**src/common/nand_host_pkg.sv**
```systemverilog
// Constants, command codes and types shared by the NAND host controller files.
package nand_host_pkg;

	// ==========================================================================
	// Clock and timing.
	localparam int CLK_PERIOD_NS    = 100;
	localparam int SERIAL_CYCLE_NS  = 50;
	localparam int PAGE_READ_MAX_US = 10;
	localparam int PROG_TYP_US      = 250;
	localparam int ERASE_TYP_MS     = 2;
	localparam int BUSY_SETTLE_NS   = 200;
	// Least times round up, longest times round down, none below one cycle.
	localparam int SERIAL_MIN_CYC   = (SERIAL_CYCLE_NS + CLK_PERIOD_NS - 1) / CLK_PERIOD_NS;
	localparam int READ_MAX_CYC     = (PAGE_READ_MAX_US * 1000) / CLK_PERIOD_NS;
	localparam int PROG_TYP_CYC     = (PROG_TYP_US * 1000) / CLK_PERIOD_NS;
	localparam int ERASE_TYP_CYC    = (ERASE_TYP_MS * 1000000) / CLK_PERIOD_NS;
	localparam int BUSY_SETTLE_CYC  = (BUSY_SETTLE_NS + CLK_PERIOD_NS - 1) / CLK_PERIOD_NS;
	localparam int BUSY_MARGIN      = 4;

	// ==========================================================================
	// Geometry and address layout.
	localparam int ADDR_W         = 22;
	localparam int LEN_W          = 10;
	localparam int PAGE_BYTES     = 528;
	localparam int COL_LSB        = 0;
	localparam int ROW_LO_LSB     = 9;
	localparam int ROW_HI_LSB     = 17;
	localparam int ROW_HI_W       = 5;
	localparam int HALF_SEL_BIT   = 8;
	localparam int MARK_COLUMN    = 517;
	localparam int SPARE_BASE     = 512;
	localparam int MARK_ZERO_MIN  = 2;
	localparam int CNT_W          = 20;

	// ==========================================================================
	// Command codes.
	localparam logic [7:0] CMD_READ_FIRST  = 8'h00;
	localparam logic [7:0] CMD_READ_SECOND = 8'h01;
	localparam logic [7:0] CMD_READ_SPARE  = 8'h50;
	localparam logic [7:0] CMD_STATUS      = 8'h70;
	localparam logic [7:0] CMD_RESET       = 8'hff;
	localparam logic [7:0] CMD_PROG_SETUP  = 8'h80;
	localparam logic [7:0] CMD_PROG_GO     = 8'h10;
	localparam logic [7:0] CMD_ERASE_SETUP = 8'h60;
	localparam logic [7:0] CMD_ERASE_GO    = 8'hd0;

	// ==========================================================================
	// User operations and bus cycle kinds.
	typedef enum logic [2:0] {
		OP_READ    = 3'b000,
		OP_PROGRAM = 3'b001,
		OP_ERASE   = 3'b010,
		OP_STATUS  = 3'b011,
		OP_RESET   = 3'b100,
		OP_BADCHK  = 3'b101
	} op_t;

	typedef enum logic [1:0] {
		KIND_CMD   = 2'b00,
		KIND_ADDR  = 2'b01,
		KIND_WDATA = 2'b10,
		KIND_RDATA = 2'b11
	} kind_t;

endpackage : nand_host_pkg

```
**src/verilog/nand_host_ctrl.sv**
```systemverilog
// Host-side controller that sequences NAND flash operations over the byte port.
// How it works
// First address byte carries column bits 0 to 7, the page start byte.
// Second address byte carries address bits 9 to 16, the low row.
// Third address byte carries address bits 17 to 21 on lines 0 to 4.
// Unused upper lines of the third address byte are driven low here.
// Half select bit is never sent as address; it picks the read command.
// Read with half select low issues command 00h, first half.
// Read with half select high issues command 01h, second half.
// Program sends one page of up to 528 bytes, then waits busy.
// Erase sends only two row bytes and clears a whole 8K block.
// Page read waits ready, at most 10 us, before reading bytes.
// Read bytes one per strobe, strobe cycle never below 50 ns.
// Program and erase need only the command pair; device runs them alone.
// Bad blocks are marked 00h at byte 517 of their first page.
// Block is bad when byte 517 holds two or more zero bits.
// Write protect is held low while supply power is not good.
// Command or address latch high selects byte type at rising write edge.
// Each read strobe fall advances the device column counter by one.
// After second-half access the device pointer returns to first half.
// Ready busy pin is low during array work, high when done.
// A new operation starts only when ready busy is high.
`timescale 1ns/1ns
module nand_host_ctrl
	import nand_host_pkg::*;
#(
	parameter int BUSY_LIMIT_CYC = ERASE_TYP_CYC * BUSY_MARGIN
)(
	// Clock and reset.
	input  wire logic              core_clk_in,
	input  wire logic              sys_rst_in,
	// User request.
	input  wire logic              start_in,
	input  wire op_t               op_in,
	input  wire logic [ADDR_W-1:0] addr_in,
	input  wire logic [LEN_W-1:0]  len_in,
	input  wire logic              power_good_in,
	// User write stream.
	input  wire logic              wr_valid_in,
	input  wire logic [7:0]        wr_data_in,
	output logic                   wr_ready_out,
	// User read stream and status.
	output logic                   rd_valid_out,
	output logic [7:0]             rd_data_out,
	output logic                   busy_out,
	output logic                   done_out,
	output logic                   timeout_out,
	output logic                   bad_block_out,
	// Flash pins.
	input  wire logic [7:0]        port_in,
	output logic [7:0]             port_out,
	output logic                   port_oe_out,
	output logic                   cle_out,
	output logic                   ale_out,
	output logic                   ce_n_out,
	output logic                   we_n_out,
	output logic                   read_strobe_n_out,
	output logic                   wp_n_out,
	input  wire logic              ready_busy_n_in
);

	typedef enum logic [3:0] {
		S_IDLE   = 4'b0000,
		S_CMD1   = 4'b0001,
		S_ADDR   = 4'b0010,
		S_WDATA  = 4'b0011,
		S_CMD2   = 4'b0100,
		S_SETTLE = 4'b0101,
		S_WAIT   = 4'b0110,
		S_RDATA  = 4'b0111,
		S_DONE   = 4'b1000
	} ctrl_state_t;

	// ==========================================================================
	// Helpers.
	// Address byte by cycle index; upper lines of the last cycle go out as zero.
	function automatic logic [7:0] addr_byte(input logic [ADDR_W-1:0] a, input logic [1:0] idx);
		unique case (idx)
			2'd0:    addr_byte = a[COL_LSB +: 8];
			2'd1:    addr_byte = a[ROW_LO_LSB +: 8];
			default: addr_byte = {3'h0, a[ROW_HI_LSB +: ROW_HI_W]};
		endcase
	endfunction : addr_byte

	function automatic logic [3:0] zero_count(input logic [7:0] b);
		zero_count = 4'h0;
		for (int i = 0; i < 8; i++) begin
			zero_count = zero_count + {3'h0, ~b[i]};
		end
	endfunction : zero_count

	localparam logic [ADDR_W-1:0] MARK_ADDR_COL = ADDR_W'(MARK_COLUMN - SPARE_BASE);
	localparam logic [CNT_W-1:0]  READ_LIMIT    = CNT_W'(READ_MAX_CYC);
	localparam logic [CNT_W-1:0]  BUSY_LIMIT    = CNT_W'(BUSY_LIMIT_CYC);
	localparam logic [CNT_W-1:0]  SETTLE_LIMIT  = CNT_W'(BUSY_SETTLE_CYC);

	ctrl_state_t       state_reg;
	op_t               op_reg;
	logic [ADDR_W-1:0] addr_reg;
	logic [LEN_W-1:0]  left_reg;
	logic [1:0]        idx_reg;
	logic              wait_reg;
	logic [CNT_W-1:0]  cnt_reg;
	logic              eng_done;
	logic [7:0]        eng_byte;
	logic              issue;
	kind_t             issue_kind;
	logic [7:0]        issue_byte;
	logic [7:0]        first_cmd;
	logic [7:0]        second_cmd;
	logic              last_addr;
	logic              take_wr;

	// ==========================================================================
	// Command selection per operation.
	always_comb begin
		unique case (op_reg)
			OP_READ:    first_cmd = addr_reg[HALF_SEL_BIT] ? CMD_READ_SECOND : CMD_READ_FIRST;
			OP_PROGRAM: first_cmd = CMD_PROG_SETUP;
			OP_ERASE:   first_cmd = CMD_ERASE_SETUP;
			OP_STATUS:  first_cmd = CMD_STATUS;
			OP_RESET:   first_cmd = CMD_RESET;
			default:    first_cmd = CMD_READ_SPARE;
		endcase
		second_cmd = (op_reg == OP_ERASE) ? CMD_ERASE_GO : CMD_PROG_GO;
		last_addr  = (idx_reg == 2'd2);
	end

	// What to hand the cycle engine in the present state.
	always_comb begin
		take_wr    = (state_reg == S_WDATA) && wr_ready_out && wr_valid_in;
		issue      = 1'b0;
		issue_kind = KIND_CMD;
		issue_byte = 8'h00;
		unique case (state_reg)
			S_CMD1: begin
				issue      = !wait_reg;
				issue_byte = first_cmd;
			end
			S_ADDR: begin
				issue      = !wait_reg;
				issue_kind = KIND_ADDR;
				issue_byte = addr_byte(addr_reg, idx_reg);
			end
			S_WDATA: begin
				issue      = take_wr;
				issue_kind = KIND_WDATA;
				issue_byte = wr_data_in;
			end
			S_CMD2: begin
				issue      = !wait_reg;
				issue_byte = second_cmd;
			end
			S_RDATA: begin
				issue      = !wait_reg;
				issue_kind = KIND_RDATA;
			end
			default: issue = 1'b0;
		endcase
	end

	// ==========================================================================
	// Operation sequencer.
	always_ff @(posedge core_clk_in) begin
		if (sys_rst_in) begin
			state_reg <= S_IDLE;
			op_reg    <= OP_STATUS;
			addr_reg  <= '0;
			left_reg  <= '0;
			idx_reg   <= 2'd0;
			wait_reg  <= 1'b0;
			cnt_reg   <= '0;
		end else begin
			if (issue) begin
				wait_reg <= 1'b1;
			end else if (eng_done) begin
				wait_reg <= 1'b0;
			end
			unique case (state_reg)
				S_IDLE: begin
					// Ready must be high before a new operation is accepted.
					if (start_in && ready_busy_n_in && op_in <= OP_BADCHK) begin
						state_reg <= S_CMD1;
						op_reg    <= op_in;
						addr_reg  <= (op_in == OP_BADCHK) ? {addr_in[ADDR_W-1:ROW_LO_LSB],
							MARK_ADDR_COL[ROW_LO_LSB-1:0]} : addr_in;
						left_reg  <= (op_in == OP_BADCHK || op_in == OP_STATUS) ?
							LEN_W'(1) : len_in;
						idx_reg   <= (op_in == OP_ERASE) ? 2'd1 : 2'd0;
					end
				end
				S_CMD1: begin
					if (eng_done) begin
						unique case (op_reg)
							OP_STATUS: state_reg <= S_RDATA;
							OP_RESET:  state_reg <= S_SETTLE;
							default:   state_reg <= S_ADDR;
						endcase
					end
				end
				S_ADDR: begin
					if (eng_done) begin
						idx_reg <= idx_reg + 2'd1;
						if (last_addr) begin
							if (op_reg == OP_PROGRAM) begin
								state_reg <= (left_reg == '0) ? S_CMD2 : S_WDATA;
							end else begin
								state_reg <= (op_reg == OP_ERASE) ? S_CMD2 : S_SETTLE;
							end
						end
					end
				end
				S_WDATA: begin
					if (eng_done) begin
						left_reg <= left_reg - LEN_W'(1);
						if (left_reg == LEN_W'(1)) begin
							state_reg <= S_CMD2;
						end
					end
				end
				S_CMD2: begin
					if (eng_done) begin
						state_reg <= S_SETTLE;
					end
				end
				S_SETTLE: begin
					// Give the busy pin time to fall before it is watched.
					cnt_reg <= cnt_reg + CNT_W'(1);
					if (cnt_reg + CNT_W'(1) >= SETTLE_LIMIT) begin
						state_reg <= S_WAIT;
						cnt_reg   <= '0;
					end
				end
				S_WAIT: begin
					cnt_reg <= cnt_reg + CNT_W'(1);
					if (ready_busy_n_in) begin
						state_reg <= (op_reg == OP_READ || op_reg == OP_BADCHK) ? S_RDATA : S_DONE;
						cnt_reg   <= '0;
					end else if (cnt_reg >= ((op_reg == OP_READ || op_reg == OP_BADCHK) ?
						READ_LIMIT : BUSY_LIMIT)) begin
						state_reg <= S_DONE;
						cnt_reg   <= '0;
					end
				end
				S_RDATA: begin
					if (eng_done) begin
						left_reg <= left_reg - LEN_W'(1);
						if (left_reg <= LEN_W'(1)) begin
							state_reg <= S_DONE;
						end
					end
				end
				S_DONE: state_reg <= S_IDLE;
				default: state_reg <= S_IDLE;
			endcase
		end
	end

	// ==========================================================================
	// User-facing outputs and pin controls that sit outside the engine.
	always_ff @(posedge core_clk_in) begin
		if (sys_rst_in) begin
			wr_ready_out  <= 1'b0;
			rd_valid_out  <= 1'b0;
			rd_data_out   <= 8'h00;
			busy_out      <= 1'b0;
			done_out      <= 1'b0;
			timeout_out   <= 1'b0;
			bad_block_out <= 1'b0;
			ce_n_out      <= 1'b1;
			wp_n_out      <= 1'b0;
		end else begin
			wr_ready_out <= (state_reg == S_WDATA) && !wait_reg && !take_wr && !eng_done;
			rd_valid_out <= (state_reg == S_RDATA) && eng_done;
			if ((state_reg == S_RDATA) && eng_done) begin
				rd_data_out <= eng_byte;
			end
			if ((state_reg == S_RDATA) && eng_done && op_reg == OP_BADCHK) begin
				bad_block_out <= (zero_count(eng_byte) >= 4'(MARK_ZERO_MIN));
			end
			if (state_reg == S_IDLE && start_in && ready_busy_n_in) begin
				timeout_out <= 1'b0;
			end else if (state_reg == S_WAIT && !ready_busy_n_in && cnt_reg >=
				((op_reg == OP_READ || op_reg == OP_BADCHK) ? READ_LIMIT : BUSY_LIMIT)) begin
				timeout_out <= 1'b1;
			end
			busy_out <= (state_reg != S_IDLE) && (state_reg != S_DONE);
			done_out <= (state_reg == S_DONE);
			ce_n_out <= (state_reg == S_IDLE) || (state_reg == S_DONE);
			// Releasing protection only on good power keeps stray strobes harmless.
			wp_n_out <= power_good_in;
		end
	end

	byte_cycle_engine u_engine (
		.core_clk_in       (core_clk_in),
		.sys_rst_in        (sys_rst_in),
		.start_in          (issue),
		.kind_in           (issue_kind),
		.byte_in           (issue_byte),
		.done_out          (eng_done),
		.rd_byte_out       (eng_byte),
		.port_in           (port_in),
		.port_out          (port_out),
		.port_oe_out       (port_oe_out),
		.cle_out           (cle_out),
		.ale_out           (ale_out),
		.we_n_out          (we_n_out),
		.read_strobe_n_out (read_strobe_n_out)
	);

	// ==========================================================================
	// Checks.
	property p_col_byte;
		@(posedge core_clk_in) disable iff (sys_rst_in)
		(issue && state_reg == S_ADDR && idx_reg == 2'd0) |=> ##1 ale_out && port_out == addr_reg[7:0];
	endproperty
	a_col_byte: assert property (p_col_byte)
		else $error("First address byte is not the column.");

	property p_row_lo_byte;
		@(posedge core_clk_in) disable iff (sys_rst_in)
		(issue && state_reg == S_ADDR && idx_reg == 2'd1) |=> port_out == addr_reg[16:9];
	endproperty
	a_row_lo_byte: assert property (p_row_lo_byte)
		else $error("Second address byte is not address bits 9 to 16.");

	property p_row_hi_byte;
		@(posedge core_clk_in) disable iff (sys_rst_in)
		(issue && state_reg == S_ADDR && idx_reg == 2'd2) |=> port_out[4:0] == addr_reg[21:17];
	endproperty
	a_row_hi_byte: assert property (p_row_hi_byte)
		else $error("Third address byte is not address bits 17 to 21.");

	property p_row_hi_pad;
		@(posedge core_clk_in) disable iff (sys_rst_in)
		(issue && state_reg == S_ADDR && idx_reg == 2'd2) |=> port_out[7:5] == 3'h0;
	endproperty
	a_row_hi_pad: assert property (p_row_hi_pad)
		else $error("Upper lines of the last address byte not at a fixed level.");

	property p_start_when_ready;
		@(posedge core_clk_in) disable iff (sys_rst_in)
		(state_reg == S_IDLE && start_in && !ready_busy_n_in) |=> state_reg == S_IDLE;
	endproperty
	a_start_when_ready: assert property (p_start_when_ready)
		else $error("Operation started while the device was busy.");

	property p_bad_mark;
		@(posedge core_clk_in) disable iff (sys_rst_in)
		(state_reg == S_RDATA && eng_done && op_reg == OP_BADCHK) |=>
			bad_block_out == ($countones(~$past(eng_byte)) >= MARK_ZERO_MIN);
	endproperty
	a_bad_mark: assert property (p_bad_mark)
		else $error("Bad block verdict does not match the marker byte.");

	c_read: cover property (@(posedge core_clk_in) rd_valid_out && op_reg == OP_READ);
	c_program: cover property (@(posedge core_clk_in) done_out && op_reg == OP_PROGRAM);
	c_erase: cover property (@(posedge core_clk_in) done_out && op_reg == OP_ERASE);
	c_bad: cover property (@(posedge core_clk_in) $rose(bad_block_out));

endmodule : nand_host_ctrl

```
**src/verilog/byte_cycle_engine.sv**
```systemverilog
// One strobed bus cycle on the multiplexed byte port: command, address, write or read.
`timescale 1ns/1ns
module byte_cycle_engine
	import nand_host_pkg::*;
(
	// Clock and reset.
	input  wire logic       core_clk_in,
	input  wire logic       sys_rst_in,
	// Request from the sequencer.
	input  wire logic       start_in,
	input  wire kind_t      kind_in,
	input  wire logic [7:0] byte_in,
	output logic            done_out,
	output logic [7:0]      rd_byte_out,
	// Flash pins.
	input  wire logic [7:0] port_in,
	output logic [7:0]      port_out,
	output logic            port_oe_out,
	output logic            cle_out,
	output logic            ale_out,
	output logic            we_n_out,
	output logic            read_strobe_n_out
);

	typedef enum logic [1:0] {
		E_IDLE = 2'b00,
		E_LOW  = 2'b01,
		E_HIGH = 2'b10
	} eng_state_t;

	eng_state_t state_reg;
	kind_t      kind_reg;

	// ==========================================================================
	// Strobe sequence: strobe low one cycle, high one cycle, then done.
	// Each phase is one 100 ns clock, well above the 50 ns serial minimum.
	always_ff @(posedge core_clk_in) begin
		if (sys_rst_in) begin
			state_reg         <= E_IDLE;
			kind_reg          <= KIND_CMD;
			done_out          <= 1'b0;
			port_out          <= 8'h00;
			port_oe_out       <= 1'b0;
			cle_out           <= 1'b0;
			ale_out           <= 1'b0;
			we_n_out          <= 1'b1;
			read_strobe_n_out <= 1'b1;
		end else begin
			done_out <= 1'b0;
			unique case (state_reg)
				E_IDLE: begin
					if (start_in) begin
						state_reg         <= E_LOW;
						kind_reg          <= kind_in;
						port_out          <= byte_in;
						port_oe_out       <= (kind_in != KIND_RDATA);
						cle_out           <= (kind_in == KIND_CMD);
						ale_out           <= (kind_in == KIND_ADDR);
						we_n_out          <= (kind_in == KIND_RDATA);
						read_strobe_n_out <= (kind_in != KIND_RDATA);
					end
				end
				E_LOW: begin
					// The device latches on this rising write edge; data stays driven.
					state_reg         <= E_HIGH;
					we_n_out          <= 1'b1;
					read_strobe_n_out <= 1'b1;
				end
				E_HIGH: begin
					state_reg   <= E_IDLE;
					done_out    <= 1'b1;
					port_oe_out <= 1'b0;
					cle_out     <= 1'b0;
					ale_out     <= 1'b0;
				end
				default: state_reg <= E_IDLE;
			endcase
		end
	end

	// Read data is sampled at the end of the low phase, a full clock after the fall.
	always_ff @(posedge core_clk_in) begin
		if (sys_rst_in) begin
			rd_byte_out <= 8'h00;
		end else if (state_reg == E_LOW && kind_reg == KIND_RDATA) begin
			rd_byte_out <= port_in;
		end
	end

	// ==========================================================================
	// Checks.
	property p_latch_exclusive;
		@(posedge core_clk_in) disable iff (sys_rst_in)
		!(cle_out && ale_out);
	endproperty
	a_latch_exclusive: assert property (p_latch_exclusive)
		else $error("Command and address latch enables high together.");

	property p_read_strobe_pulse;
		@(posedge core_clk_in) disable iff (sys_rst_in)
		$fell(read_strobe_n_out) |=> read_strobe_n_out ##1 read_strobe_n_out;
	endproperty
	a_read_strobe_pulse: assert property (p_read_strobe_pulse)
		else $error("Read strobe low phase or cycle spacing wrong.");

	property p_write_edge_driven;
		@(posedge core_clk_in) disable iff (sys_rst_in)
		$rose(we_n_out) |-> port_oe_out && $stable(port_out) && $past(we_n_out, 2);
	endproperty
	a_write_edge_driven: assert property (p_write_edge_driven)
		else $error("Byte not held on the port at the rising write edge.");

endmodule : byte_cycle_engine

```
**config.mk**
```make
export PLATFORM = sky130hd
export DESIGN_NAME = nand_host_ctrl
export DESIGN_NICKNAME = d
export VERILOG_FILES = /design/src/common/nand_host_pkg.sv /design/src/verilog/nand_host_ctrl.sv /design/src/verilog/byte_cycle_engine.sv
export SDC_FILE = /design/constraint.sdc
export NUM_CORES = 1
export LEC_CHECK = 0
export BUFFER_PORTS_ARGS = -buffer_cell sky130_fd_sc_hd__buf_2
export CORE_MARGIN = 2
export CORE_UTILIZATION = 40
export CTS_BUF_LIST = sky130_fd_sc_hd__clkbuf_16
export DETAILED_ROUTE_END_ITERATION = 8
export GPL_TIMING_DRIVEN = 0
export PLACE_DENSITY = 0.66
export SYNTH_ARGS = -nofsm -noshare
export SYNTH_HDL_FRONTEND = slang
export SYNTH_SLANG_ARGS = --single-unit
```
**constraint.sdc**
```tcl
create_clock -name core_clk_in -period 3.65 [get_ports core_clk_in]
set_input_delay 0.365 -clock core_clk_in [delete_from_list [all_inputs] [get_ports core_clk_in]]
set_output_delay 0.365 -clock core_clk_in [all_outputs]
set_load 0.1 [all_outputs]
```
==> run_results.csv <==
group,metric,value,unit
synth,synth_edf_count,0,
route,drc,0,
worst_setup_path,slowest_delay,0.38,ns
cells_and_area,stdcell_count,1015,
floorplanning,dieArea,15400,um^2
synth,synthCells,736,
synth,synthFlopType,"dfxtp_1",
floorplanning,die_h,124,um
place,dpl.hpwl,12.1,mm
timing,tightest_slew,0.972,ns
worst_setup_path,reg2reg_to,"state_reg[2]",
clock_tree,ctsHoldBuffers,0,
worst_hold_path,worstHoldEndpoint,"wp_n_out",
clock_tree,clk_pin_slew_worst_paths,0.08,ns
grt,grt_pass1_wl,26.3,mm
worst_setup_path,start_kind,"flip-flop",
timing,period_needed,3.24,ns
cells_and_area,syn2layout_area_growth,16.4,%
synth,ys_types,68,
timing,max_freq,309,MHz
cells_and_area,diodes,0,
floorplanning,core,14000,um^2
pwr,finalPower,0.00412,W
synth,async_flop_share,0,
route,first_pass_iters,5,
clock_tree,htree_levels,3,
synth,ys_seq_area_frac,0.362,
place,gp_congestion,0.908,
clock_tree,max-clock-path-buffers,2,
synth,syn-num-nets,816,
worst_hold_path,hold_path.class,"input pin to flip-flop",
cells_and_area,largest_register_ffs,22,
route,drt-vias-per-instance,5.52,
synth,avgSynthCellArea,7.82,um^2
grt,gr-usage-all-layers,0.222,
route,drtIter0Drc,488,
timing,drv_slew,0,
route,via_count,5601,
synth,synth_area,5760,um^2
timing,rsz0062_at_grt,"no",
clock_tree,post-cts-setup-buffer-count,0,
worst_setup_path,crit_chain,"xnor2_1 > nor2b_4 > inv_1 > ha_1 > nor4b_1 > a21oi_1 > o221ai_1 > nand4b_1 > o311ai_0 > nor2_2 > mux2_1",
floorplanning,ioPinCount,86,
floorplanning,die_w,124,um
place,dpl.cell_count,999,
timing,period_share,0.887,
grt,antenna_found_initial,0,
clock_tree,numClockSinks,104,
timing,tns,0,ns
floorplanning,start_util,0.412,
route,ant_nets,0,
outcome,outcome,"complete, no violations",
route,wl_per_cell,16.4,um
worst_setup_path,r2r_slack,0.41,ns
grt,grt_max_degree,21,
clock_tree,cts_resized,0,
worst_setup_path,cp_slowest_cell,"nand4b_1",
worst_setup_path,cp_max_fo,8,
timing,slew_headroom,0.350,
clock_tree,cts_tree,"yes",
cells_and_area,multi_input_area,3350,um^2
clock_tree,cts_buffers,9,
grt,overflow,0,
cells_and_area,ff_latch_area,2080,um^2
clock_tree,clk_latency,0.36,ns
timing,hold_violations,0,
timing,setup_violations,0,
worst_hold_path,min-delay-start,"power_good_in",
place,io_buffers,83,
worst_setup_path,cp-end-kind,"flip-flop",
clock_tree,cts-root-buf,"clkbuf_16",
synth,synth_seq_cells,104,
worst_setup_path,path_class,"flip-flop to flip-flop",
worst_setup_path,r2r-start,"op_reg[2]",
worst_setup_path,ff2ff_path_depth,11,
route,totalWireLength,16.6,mm
cells_and_area,drive_gt1_frac,0.151,
worst_setup_path,arrival,3.48,ns
grt,grt_pass1_vias,5071,
worst_setup_path,worstPathRequired,3.89,ns
pwr,irDropWorstVdd,0.347,mV
timing,clock_skew,0.0109,ns
cells_and_area,fillers,1433,
run,maxCapViolations,0,
synth,ys_warn_count,0,
pwr,power_density,615,nW/um^2
cells_and_area,fin_nets,910,
pwr,p_leak,2.57,nW
floorplanning,rows,43,
worst_hold_path,hold_depth,2,
==> per-stage QoR <==
step	hold slack (ns)	setup WS, ns	util	cell area, um^2
detailed placement	0.446	0.121	0.457	6400
finish	0.220	0.414	0.479	6700
global placement	0.438	0.143	0.457	6400
global route	0.236	0.131	0.479	6700
CTS	0.215	0.112	0.479	6700
floorplan	0.432	0.694	-	5760
==> cells in the mapped netlist (all sizes together) (5+ instances only) <==
cell type,n,share of area
nand2,109,0.071
dfxtp,104,0.36
a21oi,76,0.066
nor2,61,0.040
inv,35,0.023
clkbuf,33,0.022
nor3,31,0.027
o21ai,28,0.024
nand3,27,0.024
ha,19,0.041
buf,14,0.013
a31oi,12,0.014
nand2b,12,0.013
nand4,12,0.016
nor2b,12,0.013
a211oi,11,0.014
a22oi,11,0.014
xor2,10,0.015
and3,9,0.0098
xnor2,9,0.014
a311oi,7,0.011
nand3b,6,0.0078
a41oi,5,0.0076
nor4,5,0.0080
o22ai,5,0.0054
==> per-layer routing <==
| layer | share of wire | GRT usage | up-vias |
|---|---|---|---|
| li1 | - | - | 2812 |
| met1 | 0.49 | 0.329 | 2580 |
| met2 | 0.43 | 0.325 | 193 |
| met3 | 0.068 | 0.0385 | 16 |
| met4 | 0.011 | 0.0709 | 0 |
| met5 | 0 | 0 | - |
==> kinds of logic after synthesis <==
kind of cell | after synthesis | share of synthesized area
mux | 4 | 0.00717
fa+ha+maj | 23 | 0.0552
simple gates | 313 | 0.271
compound gates | 190 | 0.215
flops | 104 | 0.362
xor+xnor | 20 | 0.0328
buf+inv | 82 | 0.0574
==> report_power, final <==
group / internal, W / total [W] / switching (W) / leakage (nW)
clock network: 0.000487 / 0.000984 / 0.000498 / 0.149
registers: 0.00129 / 0.00142 / 0.000123 / 0.845
logic: 0.000511 / 0.00172 / 0.00121 / 1.57
==> final cells by class <==
class                   instances  share of cell area
plain buffers                  47              0.0297
clock buffers                   9              0.0336
clock inverters                 7              0.0108
inverters                      35              0.0196
multi-input cells             550               0.500
flip-flops and latches        104               0.311
well taps                     180              0.0336
repair buffers                 83              0.0620
==> cell usage in the layout, fill, tap and decap left out, types with 3 or more instances in the layout <==
cell type and n:
buf_4 3, xnor2_1 9, xor2_1 10, nand3_1 26, a311oi_1 7, a21oi_1 76, and2_1 4, nor4b_1 3
o21ai_0 26, o31ai_1 3, a41oi_1 5, a22oi_1 11, clkbuf_16 9, or2_2 3, nand4_1 11, buf_2 92
a21o_1 3, inv_1 35, dfxtp_1 104, mux2i_1 3, nand2b_1 12, clkbuf_1 33, o22ai_1 5, nor2_1 60
ha_1 19, a31oi_1 11, or4_1 3, nor3_1 31, nand3b_1 6, and4_1 4, nand2_1 109, a211oi_1 11
nor4_1 4, nor2b_1 11, and3_1 9, nor3b_1 4, inv_8 3, o32ai_1 4, fa_1 4, or3_1 4
==> critical path, delay by kind of cell (launching register included) <==
| kind | cells | cell delay, ns |
|---|---|---|
| compound gates | 3 | 0.78 |
| flops | 1 | 0.34 |
| xor+xnor | 1 | 0.30 |
| buf+inv | 1 | 0.10 |
| fa+ha+maj | 1 | 0.21 |
| simple gates | 4 | 1.07 |
| mux | 1 | 0.33 |
==> how the worst max path moves through the flow <==
stage,cells after the start,slack (ns),to,start
CTS,11,0.11,state_reg[2],op_reg[2]
finish,11,0.41,state_reg[2],op_reg[2]
global route,11,0.13,state_reg[2],op_reg[2]
detailed placement,11,0.12,state_reg[2],op_reg[2]
floorplan,13,0.69,bad_block_out,u_engine.rd_byte_out[0]
global placement,11,0.14,state_reg[2],op_reg[2]
(Power assumes the default switching activity.)
